==> src/mul_literal_regs.svh <==
// Constants for the multiply-literal datapath: widths, field positions, opcode and reset values.
// Assumes inclusion by the package and the datapath files only.
`ifndef MUL_LITERAL_REGS_SVH
`define MUL_LITERAL_REGS_SVH
`define OPND_W 8
`define PROD_W 16
`define PROD_HI_MSB 15
`define PROD_HI_LSB 8
`define PROD_LO_MSB 7
`define PROD_LO_LSB 0
`define OPCODE_MSB 15
`define OPCODE_LSB 8
`define MUL_LITERAL_OPCODE 8'h0d
`define PROD_RESET 16'h0000
`define BYTE_RESET 8'h00
`endif

==> src/mul_literal_pkg.sv <==
// Types shared by the multiply-literal datapath files.
// Assumes the constants header sits in the same folder.
`include "mul_literal_regs.svh"
package mul_literal_pkg;
  // Four phases of one instruction cycle
  typedef enum logic [1:0] {
    PH_DECODE,
    PH_READ,
    PH_PROCESS,
    PH_WRITE
  } phase_t;

  // Instruction issued by the decoder together with the operand
  typedef struct packed {
    logic valid;
    logic [15:0] insn;
    logic [`OPND_W-1:0] wreg;
  } issue_t;

  // Product pair as it leaves the block
  typedef struct packed {
    logic [`OPND_W-1:0] high_byte;
    logic [`OPND_W-1:0] low_byte;
  } prod_pair_t;
endpackage

==> src/mul_unsigned.sv <==
// Unsigned 8 x 8 multiplier, purely combinational.
// Assumes its operands are stable over the process phase.
`timescale 1ns/1ps
module mul_unsigned #(
  parameter int WIDTH = 8
) (
  // Operands
  input wire logic [WIDTH-1:0] a,
  input wire logic [WIDTH-1:0] b,
  // Result
  output logic [2*WIDTH-1:0] p
);
  // Widen first so no product bit is lost
  always_comb begin
    p = {{WIDTH{1'b0}}, a} * {{WIDTH{1'b0}}, b};
  end
endmodule

==> src/multiply_literal_datapath.sv <==
// Datapath of the multiply-literal instruction: W times an 8-bit literal into the product pair.
// The instruction runs in four phases on the core clock; the pair is loaded on the edge that
// closes the write phase and a one-cycle done pulse rises on that same edge.
// Status flags and W are carried through one register stage and never altered, so the
// surrounding core can see that the instruction left them alone.
// Assumes the decoder holds the issue word steady from the decode phase until the write phase,
// and that issue and status come from logic on the same clock, so no synchroniser is needed.
`timescale 1ns/1ps
`include "mul_literal_regs.svh"
module multiply_literal_datapath (
  // Clock and reset
  input wire logic clk,
  input wire logic rst_n,
  // Issue from the instruction decoder, same clock domain
  input wire mul_literal_pkg::issue_t issue,
  input wire logic [`OPND_W-1:0] status_in,
  // Results
  output mul_literal_pkg::prod_pair_t prod_r,
  output logic [`OPND_W-1:0] status_r,
  output logic [`OPND_W-1:0] wreg_r,
  output logic done_r,
  output mul_literal_pkg::phase_t phase_r
);
  import mul_literal_pkg::*;

  // Sequencer state beyond the phase itself
  logic busy_r;
  // Operands held for the multiplier; both stay put until the next instruction
  logic [`OPND_W-1:0] lit_r;
  logic [`OPND_W-1:0] opw_r;
  // Product registered in the process phase, and the multiplier's raw output
  logic [`PROD_W-1:0] prod_res_r;
  logic [`PROD_W-1:0] prod_c;
  // High for the one edge at which an instruction is taken
  logic start;

  // Opcode match on the upper byte of the instruction word; used by the
  // start gate and by the refusal check below
  function automatic logic is_mul_literal(input logic [15:0] insn);
    return insn[`OPCODE_MSB:`OPCODE_LSB] == `MUL_LITERAL_OPCODE;
  endfunction

  // A word is taken only when idle; busy_r makes a held word harmless while
  // the four phases run, since the decoder keeps it up past the decode phase
  assign start = issue.valid && is_mul_literal(issue.insn) && !busy_r;

  // Phase sequencer: decode, read, process, write
  always_ff @(posedge clk or negedge rst_n) begin
    if (!rst_n) begin
      phase_r <= PH_DECODE;
      busy_r <= 1'b0;
    end else begin
      case (phase_r)
        PH_DECODE: begin
          if (start) begin
            phase_r <= PH_READ;
            busy_r <= 1'b1;
          end
        end
        // The literal is taken on the edge that leaves this phase
        PH_READ: phase_r <= PH_PROCESS;
        // The multiplier settles here; its result is registered on leaving
        PH_PROCESS: phase_r <= PH_WRITE;
        // Back to idle; a new word may be taken on the very next edge
        PH_WRITE: begin
          phase_r <= PH_DECODE;
          busy_r <= 1'b0;
        end
        // Unreachable with four states; kept so a corrupted phase recovers
        default: phase_r <= PH_DECODE;
      endcase
    end
  end

  // Capture W at decode and the literal in the read phase
  always_ff @(posedge clk or negedge rst_n) begin
    if (!rst_n) begin
      opw_r <= `BYTE_RESET;
      lit_r <= `BYTE_RESET;
    end else begin
      if (phase_r == PH_DECODE && start) begin
        opw_r <= issue.wreg;
      end
      if (phase_r == PH_READ) begin
        lit_r <= issue.insn[7:0];
      end
    end
  end

  // Combinational multiplier; it has a whole phase to settle before its
  // result is registered
  mul_unsigned #(.WIDTH(`OPND_W)) u_mul (
    .a(opw_r),
    .b(lit_r),
    .p(prod_c)
  );

  // Process phase registers the product so the write phase only moves it
  always_ff @(posedge clk or negedge rst_n) begin
    if (!rst_n) begin
      prod_res_r <= `PROD_RESET;
    end else if (phase_r == PH_PROCESS) begin
      prod_res_r <= prod_c;
    end
  end

  // Product pair write, high byte from the upper half; done follows the same edge
  // so a consumer sees the new pair and the pulse together
  always_ff @(posedge clk or negedge rst_n) begin
    if (!rst_n) begin
      prod_r <= `PROD_RESET;
      done_r <= 1'b0;
    end else begin
      done_r <= (phase_r == PH_WRITE);
      if (phase_r == PH_WRITE) begin
        prod_r.high_byte <= prod_res_r[`PROD_HI_MSB:`PROD_HI_LSB];
        prod_r.low_byte <= prod_res_r[`PROD_LO_MSB:`PROD_LO_LSB];
      end
    end
  end

  // Status and W pass through untouched; zero, carry and overflow are never computed
  always_ff @(posedge clk or negedge rst_n) begin
    if (!rst_n) begin
      status_r <= `BYTE_RESET;
      wreg_r <= `BYTE_RESET;
    end else begin
      status_r <= status_in;
      wreg_r <= issue.wreg;
    end
  end
endmodule

==> config.mk <==
export PLATFORM = sky130hd
export DESIGN_NAME = multiply_literal_datapath
export DESIGN_NICKNAME = d
export VERILOG_FILES = /design/src/mul_literal_pkg.sv /design/src/mul_unsigned.sv /design/src/multiply_literal_datapath.sv
export VERILOG_INCLUDE_DIRS = /design/src
export SDC_FILE = /design/constraint.sdc
export NUM_CORES = 1
export LEC_CHECK = 0
export BUFFER_PORTS_ARGS = -buffer_cell sky130_fd_sc_hd__buf_2
export CORE_UTILIZATION = 40
export CTS_CLUSTER_SIZE = 30
export DETAILED_ROUTE_END_ITERATION = 10
export GPL_TIMING_DRIVEN = 0
export SLEW_MARGIN = 10
export SYNTH_ARGS = -nofsm -noshare
export SYNTH_HDL_FRONTEND = slang
export SYNTH_SLANG_ARGS = --single-unit
==> constraint.sdc <==
create_clock -name clk -period 4.5 [get_ports clk]
set_input_delay 0.225 -clock clk [delete_from_list [all_inputs] [get_ports clk]]
set_output_delay 0.225 -clock clk [all_outputs]
set_load 0.02 [all_outputs]
Yosys cells after proc, flatten, opt, wreduce, memory -nomap -nowiden
Index checks and enable logic that the tools add are counted.

storage, ports and cells
  flip-flop bits (word level) = 68
  bits of input ports = 35
  output and inout bits = 35
  logic and storage cells = 27

operators by class
  multipliers = 1
  eq/ne operators = 5
  multiplexer cells = 4
  reduce and logical (&&, ||, !) cells = 7

operator list
  cell                                                                   count
  8-bit by 8-bit multiplier with 16-bit output                           1
  8-bit by 4-bit equality test with 1-bit output, second input constant  1
  2-bit case mux with 4 select lines                                     1
  2-bit equality test, second input constant                             2
  1-bit logical AND                                                      3
  2-bit by 1-bit equality test with 1-bit output, second input constant  1
  2-bit logical NOT                                                      1
  2-bit 2-to-1 mux                                                       1
  2-bit != test, second input constant                                   1
  1-bit case mux with 2 select lines                                     1
  2-bit AND reduction                                                    1
  2-bit nonzero test                                                     1
  1-bit logical NOT                                                      1
  1-bit 2-to-1 mux                                                       1

Depth between registers and ports, before layout
Gate-level depths: netlist (run 1).

  depth in word-level cells = 5
  depth in mapped cells = 15
  mapped depth without buffers = 15

Hierarchy
A second synthesis (run 1) with hierarchy kept.

second synthesis, totals
  cell total of the unflattened synthesis = 384
  area total of the unflattened synthesis = 4561.9 um^2

modules (own cells, without submodules)
  module                     instances  cells each  area each (um^2)  seq. area each (um^2)
  multiply_literal_datapath  1          141         2454.9            1701.6
  mul_unsigned               1          243         2107.0            0.0

Worst setup path before layout (run 1)
No wires, ideal clock.

  kind = reg2reg
  start point = reg lit_r[7]
  end point = reg prod_res_r[12]
  setup time = 0.125 ns
  data arrival time = 3.925 ns
  required time = 4.375 ns
  slack = 0.451 ns
  cell stages (with the launch flop) = 14
  buffers on the path = 0
  clock period less this slack = 4.049 ns
  cells stage by stage = dfrtp_1 and2_1 fa_1 fa_1 fa_1 inv_1 fa_1 inv_1 ha_1 a21oi_2 o211ai_2 a31oi_1 xnor2_1 mux2_2

between the ends
  word-level cells in the longest chain between the ends = 1

ends and longest elaborated chain
  element                                       RTL line                          source
  start: declaration                            multiply_literal_datapath.sv:29   logic [`OPND_W-1:0] lit_r;
  start signal: assignment                      multiply_literal_datapath.sv:79   lit_r <= `BYTE_RESET;
  start signal: assignment                      multiply_literal_datapath.sv:85   lit_r <= issue.insn[7:0];
  8-bit by 8-bit multiplier with 16-bit output  mul_unsigned.sv:15                p = {{WIDTH{1'b0}}, a} * {{WIDTH{1'b0}}, b};
  end signal: assignment                        multiply_literal_datapath.sv:101  prod_res_r <= `PROD_RESET;
  end signal: assignment                        multiply_literal_datapath.sv:103  prod_res_r <= prod_c;
  end: declaration                              multiply_literal_datapath.sv:32   logic [`PROD_W-1:0] prod_res_r;

No other way between the ends.
A chain may end at the register's enable or synchronous reset.

Worst setup path after layout (run 1)
  start point = reg lit_r[7]
  end point = reg prod_res_r[11]

Same word-level chain as after synthesis.

==> results by group, run 1 <==
Timing
  • Slew headroom: 0.4915
  • Final Cycle Share: 0.9566
  • RSZ-0062 raised after global routing: yes
  • Final Hold Fails: 0
  • Final min period: ~4.3 ns
  • Fmax: ~230 MHz
  • Worst setup margin: roughly 0.20 ns
  • Actual slew at the worst max-slew pin: 0.7627 ns
  • Final setup viols: 0
  • TNS Setup: 0 ns
  • Slew Limit Fails: 0
  • Worst Skew: roughly 0.0068 ns

Pwr
  • Max IR drop VDD: ~0.24 mV
  • Internal Power: 0.001027 W
  • Logic pwr share: 0.043
  • Sequential share of power: 0.461
  • Power per standard cell area: approximately 240 nW/um2
  • LEAKAGE: between 3 and 4 nW
  • Switching share of total power: 0.2371
  • Clock network fraction of total power: 0.496
  • Sw power: approximately 0.00032 W

Logic synthesis
  • Synthesized-area fraction occupied by adder cells: 0.2728
  • Fraction of synthesized area in multiplexers: 0.1137
  • Synthesized instance count: a little under 400
  • Synth Area in Compound Gates: 0.05285
  • Post-Synth XOR/XNOR Area: 0.01743
  • Sequential fraction of the synthesis area: 0.3763
  • Main combinational cell family by area after synthesis: adder cells
  • Post-synth net total: roughly 500
  • Syn avg cell area: 11.75 um2
  • Most common flop cell mapped by yosys: dfrtp_1
  • Async S/R FF share, synth: 1.000
  • Ys Warns: 0
  • Distinct cell type count after synthesis: 38
  • Simple-Gate Fraction of Synth Area: 0.1165
  • #FFs+latches synth: 68
  • Synth Cell Area: 4522 um2
  • EDFF count, synth: 0

Die
  • Die area: between 10000 and 15000 um2
  • # rows: 38
  • Initial Util: 0.4135
  • IO Pins: 70
  • DIE HEIGHT: 108.3 um
  • Die width: between 100 and 150 um
  • Core area: 10940 um2

Layout
  • Commonest non-fill, non-tap cell in the layout: buf_2
  • Area of the multi-input gates: roughly 2600 um2
  • Total Nets Final: around 600
  • Layout cells sized above 1: 0.3074
  • Area Overhead vs Synth: 22.47%
  • Sequential cell area: 1715 um2
  • Final Core Density: 0.5064
  • Fillers: roughly 1000
  • N_diodes: 0
  • Most frequent cells in the layout: 70 x buf_2, 57 x dfrtp_1, 52 x inv_1

Clock tree
  • H-tree depth: 3
  • Cts bufs inserted: 9
  • Root Buffer: clkbuf_16
  • Clock Sink Count: 68
  • Worst-skew pair later-pin latency: 0.34 ns
  • CTS clk-pin slew, worst paths: 0.06 ns
  • Max clock buf depth: 2
  • CTS tree: built

Critical path
  • Crit end category: register
  • Setup slack, reg-to-reg: ~0.20 ns
  • FF-to-FF path depth: 13
  • WS Path Type: reg2reg
  • Worst-path maximum fanout: 9
  • WP data required: around 4.7 ns
  • Critical-path cell list: and2_1, fa_1, fa_1, fa_1, inv_1, fa_1, inv_1, ha_1, a21oi_1, nand2_1, o21ai_1, xnor2_1, mux2_2
  • Kind of start point of the critical path: register
  • WP data arrival: 4.53 ns
  • Slowest cell on the critical path: fa_1
  • Most frequent CP cell: fa_1
  • Max stage delay on crit path: 0.56 ns

Global routing
  • Total Routing Usage GR: 0.1747
  • Antenna violations before repair: 0
  • Global-route wire length before repair: 15390 um
  • Vias in the first global route: 3316
  • Pin count of the biggest net entering global routing: 49
  • Gr ovfl total: 0

Min path
  • Hold Path Cell Cnt: 1
  • Hold crit path type: in2reg

Placement
  • GP Congestion: approximately 0.8
  • Dpl hpwl: 6626 um
  • Pre-CTS WS: between 0.1 and 0.15 ns
  • Port buffer count: slightly below 70

Detailed routing
  • Drt total wl: slightly below 9000 um
  • DRT Pass-1 Iters: 4
  • Starting DRT DRC Count: between 60 and 70
  • Post-route ant nets: 0
  • Wire per inst: around 14 um
  • Vias: ~3100
  • DRC: 0
  • Drt via density: a little under 5

Run status
  • Outcome: finished, final reports clean

Flow run
  • Max-Cap Viols: 0
## what timing repair did
item / in CTS / in global routing
gates resized for setup: 0 / 11
setup endpoints to repair: 0 / 5
setup buffers: 0 / 1
hold buffers: 16 / 0
hold endpoints to repair: 35 / 0
## Yosys cell counts, drive strengths merged, types with 2 or more instances
library cell	number	share of area
a21o	3	0.0050
a21oi	12	0.015
a31oi	2	0.0028
and2	51	0.071
and3	2	0.0028
buf	3	0.0047
clkbuf	3	0.0025
dfrtp	68	0.38
fa	36	0.16
ha	41	0.11
inv	52	0.043
mux2	43	0.11
nand2	27	0.022
nand2b	2	0.0028
nand3	2	0.0022
nor2b	3	0.0042
o211ai	3	0.0072
o21ai	10	0.011
xnor2	8	0.015
## cell families after synthesis
family / after synthesis
fa+ha+maj: 77
flops: 68
buf+inv: 58
xor+xnor: 9
mux: 43
simple gates: 94
compound gates: 36
## metal layers
layer	vias up	GRT usage	routed length [um]
met4	0	0.06178	121
met3	12	0.04219	354
met1	1560	0.2198	4051
li1	1450	-	-
met2	72	0.2930	4382
met5	-	0	0
## worst max-delay path, delay by kind of cell (launching register included)
family          cells  cell delay [ns]
xor+xnor            1             0.11
buf+inv             2             0.10
flops               1             0.46
compound gates      2             0.47
mux                 1             0.27
fa+ha+maj           5             2.47
simple gates        2             0.30
## path summary, 6_finish.rpt
| path | from | to |
|---|---|---|
| max | lit_r[7] | prod_res_r[11] |
| min in group asynchronous | rst_n | lit_r[2] |
| max reg2reg | lit_r[7] | prod_res_r[11] |
| max in group asynchronous | rst_n | opw_r[0] |
| min reg2reg | prod_res_r[4] | prod_res_r[4] |
| min | issue[0] | wreg_r[0] |
## power by group through the flow
stage	logic [W]	clock network [W]	registers [W]
6_report	0.0000583	0.000668	0.000620
5_1_grt	0.0000649	0.000711	0.000621
4_1_cts	0.0000599	0.000691	0.000620
3_5_place_dp	0.0000493	0	0.000631
3_3_place_gp	0.0000456	0	0.000631
2_1_floorplan	0.000000891	0	0.000642
## cell type report
cell class                 count  share of cell area
clock inverter                 7             0.01062
timing repair buffer          87             0.09806
clock buffer                   9             0.04067
multi-input combinational    259              0.4681
inverter                      52             0.03525
sequential                    68              0.3098
buffer                         6            0.005874
tap                          140             0.03163
## per-stage QoR
| step | hold WS [ns] | std cells | total power [W] | area (um2) |
|---|---|---|---|---|
| 2_1_floorplan | -0.07059 | 385 | 0.0006428 | 4522 |
| 3_3_place_gp | 0.3324 | 594 | 0.0006770 | 5042 |
| 3_5_place_dp | 0.1410 | 595 | 0.0006808 | 5072 |
| 4_1_cts | 0.002518 | 627 | 0.001371 | 5517 |
| 5_1_grt | 0.008813 | 628 | 0.001396 | 5538 |
| 6_report | 0.01797 | 628 | 0.001347 | 5538 |
## registers in the layout, indices dropped and copies added (netlist names)
signal      flops
prod_r         16
phase_r         2
done_r          1
status_r        8
prod_res_r     16
wreg_r          8
lit_r           8
opw_r           8
busy_r          1
No activity file was read; power rests on OpenSTA's default activity.
==> run 2: changes to the inputs <==
==> constraint.sdc (replaced) <==
create_clock -name clk -period 4.5 [get_ports clk]
set_input_delay 0.9 -clock clk [delete_from_list [all_inputs] [get_ports clk]]
set_output_delay 0.9 -clock clk [all_outputs]
set_load 0.02 [all_outputs]
==> results by group, run 2 (synthesized netlist as in run 1, its figures left out) <==
Min path
  • Hold crit path type: in2async

Clock tree
  • H-tree depth: 3 (unchanged)
  • Worst-skew pair later-pin latency: 0.34 ns (about the same)
  • CTS tree: built
  • Max clock buf depth: 2 (unchanged)
  • CTS clk-pin slew, worst paths: 0.06 ns (about the same)
  • Root Buffer: clkbuf_16
  • Cts bufs inserted: 9 (unchanged)
  • Clock Sink Count: 68 (unchanged)

Global routing
  • Antenna violations before repair: 0 (unchanged)
  • Total Routing Usage GR: 0.1719 (-0.002799)
  • Gr ovfl total: 0 (unchanged)
  • Vias in the first global route: 3275 (-1.2%)
  • Pin count of the biggest net entering global routing: 49 (unchanged)
  • Global-route wire length before repair: 15130 um (-1.7%)

Die
  • Core area: 10940 um2 (unchanged)
  • DIE HEIGHT: 108.3 um (unchanged)
  • Initial Util: 0.4135 (unchanged)
  • Die area: 11730 um2 (unchanged)
  • # rows: 38 (unchanged)
  • IO Pins: 70 (unchanged)
  • Die width: 108.3 um (unchanged)

Critical path
  • Buffer and inverter count on the worst path: 2 (unchanged)
  • Worst-path maximum fanout: 9 (unchanged)
  • Setup slack, reg-to-reg: 0.19 ns (about the same)
  • FF-to-FF path depth: 13 (unchanged)
  • Crit end category: register
  • FF-to-FF End: prod_res_r[11]
  • WP data required: 4.73 ns (about the same)
  • WS Path Type: reg2reg
  • Slowest cell on the critical path: fa_1
  • Max stage delay on crit path: 0.56 ns (about the same)
  • WP data arrival: 4.54 ns (about the same)
  • Cell family with most CP delay: adder cells
  • Critical-path cell list: and2_1, fa_1, fa_1, fa_1, inv_1, fa_1, inv_1, ha_1, a21oi_1, nand2_1, o21ai_1, xnor2_1, mux2_2
  • Kind of start point of the critical path: register
  • R2R Path Start: lit_r[7]
  • Most frequent CP cell: fa_1

Placement
  • Port buffer count: 69 (unchanged)
  • Dpl hpwl: 6626 um (unchanged)
  • Dpl cells: 595 (unchanged)
  • GP Congestion: 0.8225 (unchanged)
  • Cell area after placement: 5072 um2 (unchanged)

Layout
  • Area Overhead vs Synth: 18.93%
  • Non-Filler Instances: 612 (-2.5%)
  • Total Nets Final: 579 (-2.7%)
  • Commonest non-fill, non-tap cell in the layout: buf_2
  • Most frequent cells in the layout: 70 x buf_2, 57 x dfrtp_1, 52 x inv_1
  • Fillers: 1027 (+1.1%)
  • Final Core Density: 0.4918 (-0.01465)
  • Layout cells sized above 1: 0.3178 (+0.01042)
  • Largest registers: prod_r x16, prod_res_r x16
  • Final Cell Area: 5378 um2 (-2.9%)
  • N_diodes: 0 (unchanged)

Timing
  • Slew headroom: 0.4915 (about the same)
  • Worst Skew: 0.005830 ns (-0.0009244 ns)
  • Slew Limit Fails: 0 (unchanged)
  • Final setup viols: 0 (unchanged)
  • Fmax: 231.9 MHz (-0.20%)
  • Final Cycle Share: 0.9585 (+0.001920)
  • Actual slew at the worst max-slew pin: 0.7628 ns (+0.00005567 ns)
  • Final Hold Fails: 0 (unchanged)
  • RSZ-0062 raised after global routing: yes
  • Final hold slack: 0.4468 ns (+0.4288 ns)
  • Final min period: 4.313 ns (+0.008642 ns)

Detailed routing
  • Wire per inst: 14.28 um (+0.62%)
  • DRC: 0 (unchanged)
  • DRT Pass-1 Iters: 4 (unchanged)
  • Starting DRT DRC Count: 67 (unchanged)
  • Drt total wl: 8737 um (-1.9%)
  • Vias: 3016 (-2.5%)
  • Post-route ant nets: 0 (unchanged)
  • Drt via density: 4.928 (about the same)

Run status
  • Outcome: finished, final reports clean

Pwr
  • LEAKAGE: 2.949 nW (-2.2%)
  • Power per standard cell area: 248.5 nW/um2 (+2.2%)
  • Max IR drop VDD: 0.2406 mV (-1.2%)

Flow run
  • Max-Cap Viols: 0 (unchanged)
-- run 2: cell types whose count changed in the layout (fill, tap and decap cells not counted) --
| cell | change |
|---|---|
| dlygate4sd3_1 | -16 |
-- run 2: final cells by class --
cell class	count	area (um2)	share of cell area
multi-input cells	259	2592	0.4821
flip-flops and latches	68	1715	0.3190
repair buffers	71	382.9	0.07120
clock buffers	9	225.2	0.04188
inverters	52	195.2	0.03630
well taps	140	175.2	0.03257
clock inverters	7	58.81	0.01094
plain buffers	6	32.53	0.006049
-- run 2: worst max path at each step --
stage          startpoint             end  slack (ns)  cells after the start
5_1_grt          lit_r[7]  prod_res_r[11]     -0.0009                     13
6_report         lit_r[7]  prod_res_r[11]        0.19                     13
3_5_place_dp     opw_r[0]  prod_res_r[12]        0.13                     14
4_1_cts          opw_r[0]  prod_res_r[14]        0.11                     14
2_1_floorplan    lit_r[7]  prod_res_r[12]        0.45                     13
3_3_place_gp     opw_r[0]  prod_res_r[12]        0.16                     14
-- run 2: timing repair --
| item | in CTS | in global routing |
|---|---|---|
| buffers inserted | 0 | 1 |
| setup endpoints to repair | 0 | 5 |
| hold buffers | 0 | 0 |
| gates resized for setup | 0 | 11 |
-- run 2: routing by layer --
metal | vias up | wire, um | global-route usage
met5 | - | 0 | 0
met4 | 0 | 138 | 0.06178
met3 | 14 | 335 | 0.04219
met2 | 64 | 4275 | 0.2857
li1 | 1416 | - | -
met1 | 1522 | 3988 | 0.2176
-- run 2: stage by stage --
stage	total power, W	worst slack (ns)	TNS (ns)
final	0.001337	0.1869	0
after global routing	0.001385	-0.0008642	-0.0008642
after CTS	0.001361	0.1067	0
after detailed placement	0.0006808	0.1278	0
after global placement	0.0006770	0.1578	0
after floorplan	0.0006428	0.4506	0
-- run 2: power breakdown --
group | total [W] | leakage, nW | switching (W) | internal [W]
clock | 0.000669 | 0.133 | 0.000288 | 0.000381
combinational | 0.0000474 | 1.93 | 0.0000288 | 0.0000187
sequential | 0.000620 | 0.890 | 0.00000149 | 0.000619
